**config.mk**
```make
export PLATFORM = sky130hd
export DESIGN_NAME = lds_supervisor
export DESIGN_NICKNAME = d
export VERILOG_FILES = /design/src/core/lds_pkg.sv /design/src/core/lds_supervisor.sv
export SDC_FILE = /design/constraint.sdc
export NUM_CORES = 1
export LEC_CHECK = 0
export ABC_AREA = 1
export ABC_CLOCK_PERIOD_IN_PS = 4600
export BUFFER_PORTS_ARGS = -buffer_cell sky130_fd_sc_hd__buf_2
export CAP_MARGIN = 20
export CORE_ASPECT_RATIO = 0.75
export CORE_MARGIN = 5
export CORE_UTILIZATION = 53
export CTS_CLUSTER_SIZE = 20
export DETAILED_ROUTE_END_ITERATION = 10
export PLACE_DENSITY = 0.75
export SYNTH_ARGS = -nofsm -noshare
export SYNTH_HDL_FRONTEND = slang
export SYNTH_SLANG_ARGS = --single-unit
```
**constraint.sdc**
```tcl
create_clock -name clk -period 4.6 [get_ports clk]
set_input_delay 0.46 -clock clk [delete_from_list [all_inputs] [get_ports clk]]
set_output_delay 0.46 -clock clk [all_outputs]
set_load 0.01 [all_outputs]
```
**src/core/lds_pkg.sv**
```systemverilog
package lds_pkg;
  localparam int CLK_MHZ = 20;
  localparam int OVP_QUAL_US = 40;
  localparam int OVP_QUAL_CYC = OVP_QUAL_US * CLK_MHZ;
  localparam int FAULT_IDLE_S = 1;
  localparam int FAULT_IDLE_CYC = FAULT_IDLE_S * CLK_MHZ * 1000000;
  localparam int DT_SHORT_NS = 500;
  localparam int DT_LONG_NS = 1000;
  localparam logic [7:0] DT_SHORT_CYC = 8'((DT_SHORT_NS * CLK_MHZ) / 1000);
  localparam logic [7:0] DT_LONG_CYC = 8'((DT_LONG_NS * CLK_MHZ) / 1000);
  localparam int OPT_COUNT = 17;
  localparam logic [4:0] OPT_SHORT_DT_FIRST = 5'h0d;
  localparam logic [12:0] TIMING_SELECT_PIN_TOL_MV = 13'h0030;
  localparam logic [12:0] TIMING_SELECT_PIN_INVALID_LO_MV = 13'h0188;
  localparam logic [12:0] TIMING_SELECT_PIN_INVALID_HI_MV = 13'h11ed;
  // index 0 is option 1
  localparam logic [12:0] TIMING_SELECT_PIN_LO_BAND_MV [OPT_COUNT] = '{
    13'd450, 13'd547, 13'd644, 13'd742, 13'd850, 13'd967, 13'd1074, 13'd1182, 13'd1299,
    13'd1416, 13'd1533, 13'd1660, 13'd1787, 13'd1914, 13'd2041, 13'd2168, 13'd2295};
  localparam logic [12:0] TIMING_SELECT_PIN_HI_BAND_MV [OPT_COUNT] = '{
    13'd4532, 13'd4433, 13'd4336, 13'd4238, 13'd4130, 13'd4013, 13'd3906, 13'd3798, 13'd3681,
    13'd3554, 13'd3427, 13'd3310, 13'd3183, 13'd3056, 13'd2929, 13'd2802, 13'd2675};
  localparam logic [9:0] INT_TC_NS [OPT_COUNT] = '{
    10'd968, 10'd820, 10'd694, 10'd588, 10'd490, 10'd424, 10'd359, 10'd304, 10'd257,
    10'd214, 10'd184, 10'd156, 10'd132, 10'd112, 10'd93, 10'd80, 10'd68};
  localparam logic [12:0] MIN_FREQ_DKHZ [OPT_COUNT] = '{
    13'd489, 13'd577, 13'd681, 13'd805, 13'd950, 13'd1122, 13'd1325, 13'd1565, 13'd1848,
    13'd2182, 13'd2567, 13'd3043, 13'd3593, 13'd4243, 13'd5010, 13'd5916, 13'd6986};
  localparam logic [3:0] REG_CTRL = 4'h0;
  localparam logic [3:0] REG_STATUS = 4'h4;
  localparam logic [3:0] REG_DEADTIME = 4'h8;
  localparam int CTRL_OVP_EN_BIT = 0;
  localparam int CTRL_RUN_EN_BIT = 1;
  localparam logic [1:0] CTRL_RESET = 2'h3;
  localparam int ST_STATE_LSB = 0;
  localparam int ST_CAUSE_LSB = 4;
  localparam int ST_OPT_LSB = 8;
  localparam int ST_INVALID_BIT = 13;
  localparam int ST_LATCHED_BIT = 14;
  typedef enum logic [2:0] {S_INIT, S_INHIBIT, S_BROWN, S_SOFT, S_RUN, S_FAULT, S_HOLD} lds_state_type;
  typedef enum logic [1:0] {C_NONE, C_INOVP, C_OUTOVP, C_OTP} lds_cause_type;
  typedef struct packed {
    logic fbLow;
    logic blkBelowStop;
    logic blkAboveBrownIn;
    logic blkAboveOvp;
    logic protAboveOvp;
    logic protBelowOtp;
    logic slewDone;
    logic ipolPos;
  } lds_cmp_type;
endpackage

```
**src/core/lds_supervisor.sv**
```systemverilog
// Added by the designer: the register addresses and register access over Avalon-MM.
`timescale 1ns/1ps
// Behaviour
// - the timing-select voltage picks one of seventeen options fixing integrator time constant, minimum frequency and dead-time ceiling.
// - two voltage bands serve the two current thresholds, and a voltage below 0.392 V or above 4.589 V is invalid.
// - the feedback clamp current is on only while the feedback pin is below its clamp threshold.
// - only the high-to-low dead time is measured by the slew detector and is reused for the low-to-high edge.
// - with no slew signal last high-to-low edge or a zero-current event last cycle, the low-to-high dead time ends on current polarity.
// - in burst mode, during zero-current prevention or with slow slew, current polarity also ends the high-to-low dead time.
// - input sense below the brown-out stop level stops switching and turns on the hysteresis sink for the brown-out state.
// - input sense above brown-in leaves brown-out straight into soft start without the fault idle delay.
// - with input over-voltage enabled, input sense above the over-voltage level stops switching into the fault state.
// - after the idle time an input over-voltage fault restarts if cleared, otherwise stays off until it clears.
// - output over-voltage is declared only after the protection pin stays high for 40 us without a break.
// - the protection pin below the over-temperature level enters the fault state.
// - after 1 s of over-temperature fault, restart if the protection pin is above the over-voltage level, else keep waiting.
// - over-temperature detection is off during burst mode and back on with normal switching.
// - the fault idle time before any retry is one second from fault entry.
module lds_supervisor #(
  parameter int FAULT_IDLE_CYCLES = lds_pkg::FAULT_IDLE_CYC
) (
  input wire logic clk,
  input wire logic nrst,
  input wire logic [3:0] address,
  input wire logic read,
  input wire logic write,
  input wire logic [31:0] writedata,
  output logic [31:0] readdata,
  output logic waitrequest,
  input wire logic [12:0] tsetMv,
  input wire logic tsetValid,
  input wire logic ocpHighBand,
  input wire lds_pkg::lds_cmp_type cmpIn,
  input wire logic burstMode,
  input wire logic zcsAction,
  input wire logic zcsEvent,
  input wire logic slowSlew,
  input wire logic hoFall,
  input wire logic loFall,
  input wire logic softStartDone,
  output logic switchEn,
  output logic softStartReq,
  output logic hysSinkEn,
  output logic fbClampEn,
  output logic loOnReq,
  output logic hoOnReq,
  output logic [9:0] intTcNs,
  output logic [12:0] minFreqDkhz,
  output logic [7:0] deadTimeMax
);

  function automatic logic [5:0] optDecode(input logic [12:0] mv, input logic hiBand);
    logic [5:0] res;
    logic [12:0] nom;
    res = 6'h00;
    if (mv >= lds_pkg::TIMING_SELECT_PIN_INVALID_LO_MV && mv <= lds_pkg::TIMING_SELECT_PIN_INVALID_HI_MV)
    begin
      for (int i = 0; i < lds_pkg::OPT_COUNT; i++)
      begin
        nom = hiBand ? lds_pkg::TIMING_SELECT_PIN_HI_BAND_MV[i] : lds_pkg::TIMING_SELECT_PIN_LO_BAND_MV[i];
        if (mv + lds_pkg::TIMING_SELECT_PIN_TOL_MV >= nom && mv <= nom + lds_pkg::TIMING_SELECT_PIN_TOL_MV)
          res = {1'b1, 5'(i)};
      end
    end
    return res;
  endfunction

  ////////////////////////////////////////////////////////////////////////////////
  lds_pkg::lds_cmp_type cmpMeta_q;
  lds_pkg::lds_cmp_type cmp_q;

  always_ff @(posedge clk)
  begin
    if (!nrst)
    begin
      cmpMeta_q <= '0;
      cmp_q <= '0;
    end
    else
    begin
      cmpMeta_q <= cmpIn;
      cmp_q <= cmpMeta_q;
    end
  end

  always_ff @(posedge clk)
  begin
    if (!nrst)
      fbClampEn <= 1'b0;
    else
      fbClampEn <= cmp_q.fbLow;
  end

  ////////////////////////////////////////////////////////////////////////////////
  logic optLatched_q;
  logic optInvalid_q;
  logic [4:0] optIdx_q;
  logic [5:0] optDec;

  assign optDec = optDecode(tsetMv, ocpHighBand);

  // captured once; later moves of the pin are ignored until power-on reset
  always_ff @(posedge clk)
  begin
    if (!nrst)
    begin
      optLatched_q <= 1'b0;
      optInvalid_q <= 1'b0;
      optIdx_q <= 5'h00;
    end
    else if (tsetValid && !optLatched_q)
    begin
      optLatched_q <= 1'b1;
      optInvalid_q <= !optDec[5];
      optIdx_q <= optDec[4:0];
    end
  end

  always_ff @(posedge clk)
  begin
    if (!nrst)
    begin
      intTcNs <= '0;
      minFreqDkhz <= '0;
      deadTimeMax <= lds_pkg::DT_LONG_CYC;
    end
    else
    begin
      intTcNs <= lds_pkg::INT_TC_NS[optIdx_q];
      minFreqDkhz <= lds_pkg::MIN_FREQ_DKHZ[optIdx_q];
      deadTimeMax <= (optIdx_q >= lds_pkg::OPT_SHORT_DT_FIRST) ? lds_pkg::DT_SHORT_CYC : lds_pkg::DT_LONG_CYC;
    end
  end

  ////////////////////////////////////////////////////////////////////////////////
  logic [1:0] ctrl_q;
  logic ack_q;
  lds_pkg::lds_state_type state_q;
  lds_pkg::lds_cause_type cause_q;
  logic [7:0] dtMeas_q;

  // one wait cycle per access keeps read data registered
  assign waitrequest = (read || write) && !ack_q;

  always_ff @(posedge clk)
  begin
    if (!nrst)
    begin
      ack_q <= 1'b0;
      ctrl_q <= lds_pkg::CTRL_RESET;
      readdata <= '0;
    end
    else
    begin
      ack_q <= (read || write) && !ack_q;
      if (write && ack_q && address == lds_pkg::REG_CTRL)
        ctrl_q <= writedata[1:0];
      if (read && !ack_q)
      begin
        readdata <= '0;
        unique case (address)
          lds_pkg::REG_CTRL: readdata[1:0] <= ctrl_q;
          lds_pkg::REG_STATUS:
          begin
            readdata[lds_pkg::ST_STATE_LSB +: 3] <= state_q;
            readdata[lds_pkg::ST_CAUSE_LSB +: 2] <= cause_q;
            readdata[lds_pkg::ST_OPT_LSB +: 5] <= optIdx_q;
            readdata[lds_pkg::ST_INVALID_BIT] <= optInvalid_q;
            readdata[lds_pkg::ST_LATCHED_BIT] <= optLatched_q;
          end
          lds_pkg::REG_DEADTIME: readdata[7:0] <= dtMeas_q;
          default: readdata <= '0;
        endcase
      end
    end
  end

  ////////////////////////////////////////////////////////////////////////////////
  logic [9:0] ovpCnt_q;
  logic outOvp;

  always_ff @(posedge clk)
  begin
    if (!nrst || !cmp_q.protAboveOvp)
      ovpCnt_q <= '0;
    else if (ovpCnt_q != 10'(lds_pkg::OVP_QUAL_CYC))
      ovpCnt_q <= ovpCnt_q + 10'h001;
  end
  assign outOvp = ovpCnt_q == 10'(lds_pkg::OVP_QUAL_CYC);

  logic [24:0] idleCnt_q;
  logic idleDone;
  logic inOvp;
  logic otpTrip;

  assign idleDone = idleCnt_q >= 25'(FAULT_IDLE_CYCLES - 1);
  assign inOvp = ctrl_q[lds_pkg::CTRL_OVP_EN_BIT] && cmp_q.blkAboveOvp;
  assign otpTrip = cmp_q.protBelowOtp && !burstMode;

  always_ff @(posedge clk)
  begin
    if (!nrst || state_q != lds_pkg::S_FAULT)
      idleCnt_q <= '0;
    else if (!idleDone)
      idleCnt_q <= idleCnt_q + 25'h0000001;
  end

  always_ff @(posedge clk)
  begin
    if (!nrst)
    begin
      state_q <= lds_pkg::S_INIT;
      cause_q <= lds_pkg::C_NONE;
    end
    else
    begin
      unique case (state_q)
        lds_pkg::S_INIT:
          if (optLatched_q)
            state_q <= optInvalid_q ? lds_pkg::S_INHIBIT : lds_pkg::S_BROWN;
        lds_pkg::S_INHIBIT:
          state_q <= lds_pkg::S_INHIBIT;
        lds_pkg::S_BROWN:
          if (cmp_q.blkAboveBrownIn && ctrl_q[lds_pkg::CTRL_RUN_EN_BIT])
            state_q <= lds_pkg::S_SOFT;
        lds_pkg::S_SOFT, lds_pkg::S_RUN:
          if (inOvp)
          begin
            state_q <= lds_pkg::S_FAULT;
            cause_q <= lds_pkg::C_INOVP;
          end
          else if (outOvp)
          begin
            state_q <= lds_pkg::S_FAULT;
            cause_q <= lds_pkg::C_OUTOVP;
          end
          else if (otpTrip)
          begin
            state_q <= lds_pkg::S_FAULT;
            cause_q <= lds_pkg::C_OTP;
          end
          else if (cmp_q.blkBelowStop || !ctrl_q[lds_pkg::CTRL_RUN_EN_BIT])
            state_q <= lds_pkg::S_BROWN;
          else if (state_q == lds_pkg::S_SOFT && softStartDone)
            state_q <= lds_pkg::S_RUN;
        lds_pkg::S_FAULT:
          if (idleDone)
          begin
            unique case (cause_q)
              lds_pkg::C_INOVP: state_q <= cmp_q.blkAboveOvp ? lds_pkg::S_HOLD : lds_pkg::S_SOFT;
              lds_pkg::C_OTP: state_q <= cmp_q.protAboveOvp ? lds_pkg::S_SOFT : lds_pkg::S_HOLD;
              default: state_q <= lds_pkg::S_SOFT;
            endcase
          end
        lds_pkg::S_HOLD:
          if (cause_q == lds_pkg::C_INOVP ? !cmp_q.blkAboveOvp : cmp_q.protAboveOvp)
            state_q <= lds_pkg::S_SOFT;
        default: state_q <= lds_pkg::S_INIT;
      endcase
    end
  end

  always_ff @(posedge clk)
  begin
    if (!nrst)
    begin
      switchEn <= 1'b0;
      softStartReq <= 1'b0;
      hysSinkEn <= 1'b0;
    end
    else
    begin
      switchEn <= state_q == lds_pkg::S_SOFT || state_q == lds_pkg::S_RUN;
      hysSinkEn <= state_q == lds_pkg::S_BROWN;
      // one-cycle pulse as switching resumes, from brown-in or a fault retry alike
      softStartReq <= state_q == lds_pkg::S_SOFT && !switchEn;
    end
  end

  ////////////////////////////////////////////////////////////////////////////////
  logic hlActive_q;
  logic lhActive_q;
  logic copyOk_q;
  logic slewSeen_q;
  logic zcsSeen_q;
  logic [7:0] dtCnt_q;
  logic augment;
  logic hlEnd;
  logic lhEnd;

  assign augment = burstMode || zcsAction || slowSlew;
  assign hlEnd = hlActive_q && (cmp_q.slewDone || (augment && !cmp_q.ipolPos) || dtCnt_q >= deadTimeMax - 8'h01);
  assign lhEnd = lhActive_q && (copyOk_q ? dtCnt_q >= dtMeas_q - 8'h01 : cmp_q.ipolPos || dtCnt_q >= deadTimeMax - 8'h01);
  assign loOnReq = hlEnd;
  assign hoOnReq = lhEnd;

  always_ff @(posedge clk)
  begin
    if (!nrst)
    begin
      hlActive_q <= 1'b0;
      lhActive_q <= 1'b0;
      copyOk_q <= 1'b0;
      slewSeen_q <= 1'b0;
      zcsSeen_q <= 1'b0;
      dtCnt_q <= '0;
      dtMeas_q <= lds_pkg::DT_LONG_CYC;
    end
    else
    begin
      if (zcsEvent)
        zcsSeen_q <= 1'b1;
      if (hoFall)
      begin
        hlActive_q <= 1'b1;
        dtCnt_q <= '0;
        slewSeen_q <= 1'b0;
      end
      else if (hlEnd)
      begin
        hlActive_q <= 1'b0;
        dtMeas_q <= dtCnt_q + 8'h01;
        slewSeen_q <= cmp_q.slewDone;
      end
      else if (loFall)
      begin
        lhActive_q <= 1'b1;
        dtCnt_q <= '0;
        copyOk_q <= slewSeen_q && !zcsSeen_q && !zcsEvent;
        zcsSeen_q <= zcsEvent;
      end
      else if (lhEnd)
        lhActive_q <= 1'b0;
      else if (hlActive_q || lhActive_q)
        dtCnt_q <= dtCnt_q + 8'h01;
    end
  end
endmodule

```
==> load_flow_metrics.sql <==
INSERT INTO impl_metrics (metric_group, metric, value, unit) VALUES
('outcome', 'run_status', 'finished clean', ''),
('finish', 'filler_cell_count', '1710', ''),
('logic_synthesis', 'post-synth-top-count-cell', 'nand2_1', ''),
('cts', 'cts_inserted_buffers', '17', ''),
('die', 'die_height', '125', 'um'),
('die', 'floorplan.initialDensity', '53.5', '%'),
('worst_setup_path', 'regToRegStartpoint', 'dtMeas_q[0]', ''),
('place', 'post-dp-hpwl', '21.7', 'mm'),
('cts', 'cts_max_level', '4', ''),
('logic_synthesis', 'netlist-cell-type-count', '53', ''),
('sta', 'fin_worst_hold_slack', '0.222', 'ns'),
('cts', 'cts-hold-fix-buffers', '0', ''),
('logic_synthesis', 'yosys_most_used_dff', 'dfxtp_1', ''),
('place', 'gp_congestion', '0.995', ''),
('grt', 'total_global_routing_overflow', '0', ''),
('power', 'combinational_share_of_power', '22.7', '%'),
('power', 'vdd_drop_max', '0.258', 'mV'),
('sta', 'final_clock_skew', '0.00988', 'ns'),
('cts', 'tritoncts_num_sinks', '131', ''),
('worst_setup_path', 'critPathKind', 'primary input to register', ''),
('sta', 'final_period_minus_worst_setup_slack', '3.42', 'ns'),
('logic_synthesis', 'top_cells_by_area_synth', 'dfxtp_1, nand2_1, ha_1', ''),
('die', 'area_of_the_core_region', '0.0175', 'mm^2'),
('worst_setup_path', 'worst-endpoint-arrival', '3.72', 'ns'),
('worst_setup_path', 'start_point_of_the_critical_path', 'tsetMv[4]', ''),
('worst_setup_path', 'critical_path.endpoint_type', 'register', ''),
('worst_setup_path', 'path_buf_inv', '5', ''),
('cts', 'clock_tree.buffer_depth', '2', ''),
('finish', 'antenna_cells', '0', ''),
('logic_synthesis', 'synth_top_area_cell', 'dfxtp_1', ''),
('finish', 'area_overhead_of_the_layout_relative_to_synthesis', '12.9', '%'),
('logic_synthesis', 'synth_largest_type_area_fraction', '28.0', '%'),
('grt', 'grt_first_pass_wirelength', '45.1', 'mm'),
('worst_setup_path', 'critPathMaxStageDelay', '0.31', 'ns'),
('hold_path', 'worst_hold_startpoint', 'cmpIn[2]', ''),
('finish', 'final_net_count', '1675', ''),
('power', 'sequentialPowerShare', '36.7', '%'),
('die', 'pin_count', '140', ''),
('logic_synthesis', 'synth-async-reset-ratio', '0', '%'),
('cts', 'clk_pin_slew_worst_paths', '0.06', 'ns'),
('cts', 'worst_skew_pair.late_latency', '0.42', 'ns'),
('detailed_routing', 'routed_wl', '28.3', 'mm'),
('worst_setup_path', 'worst-endpoint-required', '4.89', 'ns'),
('logic_synthesis', 'syn_area_per_cell', '6.50', 'um^2'),
('logic_synthesis', 'sequential_fraction_of_the_synthesis_area', '28.0', '%'),
('worst_setup_path', 'critical_path.slowest_cell', 'ha_1', ''),
('worst_setup_path', 'crit_top_cell', 'nand2_1', ''),
('power', 'pwrdens', '324', 'mW/mm^2'),
('cts', 'cts-root-buf', 'clkbuf_16', ''),
('grt', 'grt_max_degree', '50', ''),
('sta', 'total_negative_setup_slack', '0', 'ns'),
('detailed_routing', 'drc', '0', ''),
('power', 'internal_power', '2.30', 'mW'),
('job', 'maxCapViolations', '0', ''),
('grt', 'global_route.usage.total', '27.1', '%'),
('detailed_routing', 'drt_iter0_markers', '979', ''),
('detailed_routing', 'drt-pass1-iter-count', '5', ''),
('die', 'floorplan.die_area', '0.0205', 'mm^2'),
('hold_path', 'hold_path_class', 'primary input to register', ''),
('sta', 'fin_crit_sh', '74.4', '%'),
('power', 'switching_share_of_power', '32.7', '%'),
('logic_synthesis', 'synth_cells', '1440', ''),
('detailed_routing', 'drtAntennaViolNets', '0', ''),
('power', 'clock_power_share', '40.6', '%'),
('sta', 'worst-slew-pin-transition', '0.749', 'ns'),
('grt', 'grt_pass1_vias', '8835', ''),
('logic_synthesis', 'synth.cells.most_frequent', 'nand2_1, inv_1, nor2_1', ''),
('grt', 'grt_antenna_before_repair', '0', ''),
('sta', 'finalSetupViolations', '0', ''),
('worst_setup_path', 'critPathLaunchType', 'primary input', ''),
('logic_synthesis', 'netlist_area', '0.00937', 'mm^2');
[routing by layer]
layer | track usage, % | wire (um) | up-vias
met1 | 40.9 | 13500 | 4454
li1 | - | - | 4902
met4 | 7.35 | 599 | 0
met3 | 5.86 | 2540 | 54
met5 | 0 | 0 | -
met2 | 39.0 | 11600 | 438
[power by group through the flow]
| stage | registers (mW) | logic (mW) | clock network (mW) |
|---|---|---|---|
| 6_report | 1.26 | 0.775 | 1.39 |
| 5_1_grt | 1.26 | 0.857 | 1.47 |
| 4_1_cts | 1.26 | 0.757 | 1.40 |
| 3_5_place_dp | 1.28 | 0.746 | 0 |
| 3_3_place_gp | 1.28 | 0.742 | 0 |
| 2_1_floorplan | 1.28 | 0.512 | 0 |
[per-stage QoR]
stage	cell area, um^2	setup slack [ns]	cells	total power [mW]
after floorplan	9440	1.50	1460	1.79
after global placement	9970	0.898	1748	2.02
after detailed placement	9970	0.836	1748	2.02
after CTS	10600	1.26	1780	3.42
after global routing	10600	0.831	1780	3.59
final	10600	1.18	1780	3.42
[layout by cell type, fill, tap and decap left out, types with 3 or more instances in the layout]
cell type | Yosys | routed
clkinvlp_4 | 0 | 4
nand4_1 | 25 | 25
xnor2_1 | 3 | 3
o311ai_0 | 3 | 3
clkinv_1 | 5 | 5
o221ai_1 | 3 | 3
nor2_2 | 4 | 4
ha_1 | 80 | 80
inv_2 | 5 | 5
o2111ai_1 | 3 | 3
nor2_1 | 160 | 160
o22ai_1 | 7 | 7
xor2_1 | 16 | 16
o21ai_1 | 3 | 3
conb_1 | 1 | 21
buf_4 | 24 | 10
o31ai_1 | 13 | 13
nor3_1 | 38 | 38
clkinv_2 | 0 | 3
nor4_1 | 12 | 12
a211oi_1 | 11 | 11
a21oi_1 | 119 | 119
inv_6 | 0 | 4
buf_2 | 6 | 88
inv_1 | 205 | 205
or2_2 | 7 | 7
a31oi_1 | 7 | 7
bufinv_16 | 0 | 3
dfxtp_1 | 131 | 131
o21a_1 | 7 | 7
o21bai_1 | 4 | 4
clkbuf_16 | 0 | 17
nand3_1 | 80 | 80
o211ai_1 | 4 | 4
o21ai_0 | 111 | 111
nand2_2 | 4 | 4
nand2_1 | 293 | 293
[sequential cells by signal (all words and copies together), names as in the netlist, 2 cells and up]
signal	flops
optIdx_q	5
dtCnt_q	8
ovpCnt_q	10
intTcNs	10
idleCnt_q	25
cmp_q	8
readdata	15
dtMeas_q	8
state_q	3
cause_q	2
ctrl_q	2
cmpMeta_q	8
deadTimeMax	2
minFreqDkhz	13
[cell type report]
cell class / instances / area, um^2 / area share [%]
multi-input cells: 1061 / 5710 / 54.0
clock inverters: 15 / 179 / 1.69
inverters: 216 / 813 / 7.69
flip-flops and latches: 131 / 2620 / 24.8
well taps: 242 / 303 / 2.86
repair buffers: 98 / 515 / 4.88
clock buffers: 17 / 425 / 4.02
[path summary, 6_finish.rpt]
kind                       end  slack, ns  depth (start not counted)
setup / recovery   optIdx_q[0]       1.18                         30
hold / removal    cmpMeta_q[2]       0.22                          3
setup reg to reg    dtCnt_q[2]       1.66                         15
hold reg to reg       cmp_q[0]       0.41                          2
[cells by family after synthesis]
logic type | count (synthesis) | synth area share [%]
AND/OR/NAND/NOR | 629 | 28.5
AO/OA/AOI/OAI | 311 | 18.8
buffers and inverters | 268 | 11.8
flip-flops | 131 | 28.0
adder cells (fa/ha/maj) | 80 | 10.7
XOR/XNOR | 20 | 2.07
other | 1 | 0.0400
[worst register-to-register path, delay by kind of cell, from the launching register on]
kind | cells | cell delay, ns
adder cells (fa/ha/maj) | 2 | 0.59
flip-flops | 1 | 0.32
AND/OR/NAND/NOR | 3 | 0.47
AO/OA/AOI/OAI | 9 | 1.30
buffers and inverters | 1 | 0.10
(Power assumes the default switching activity.)
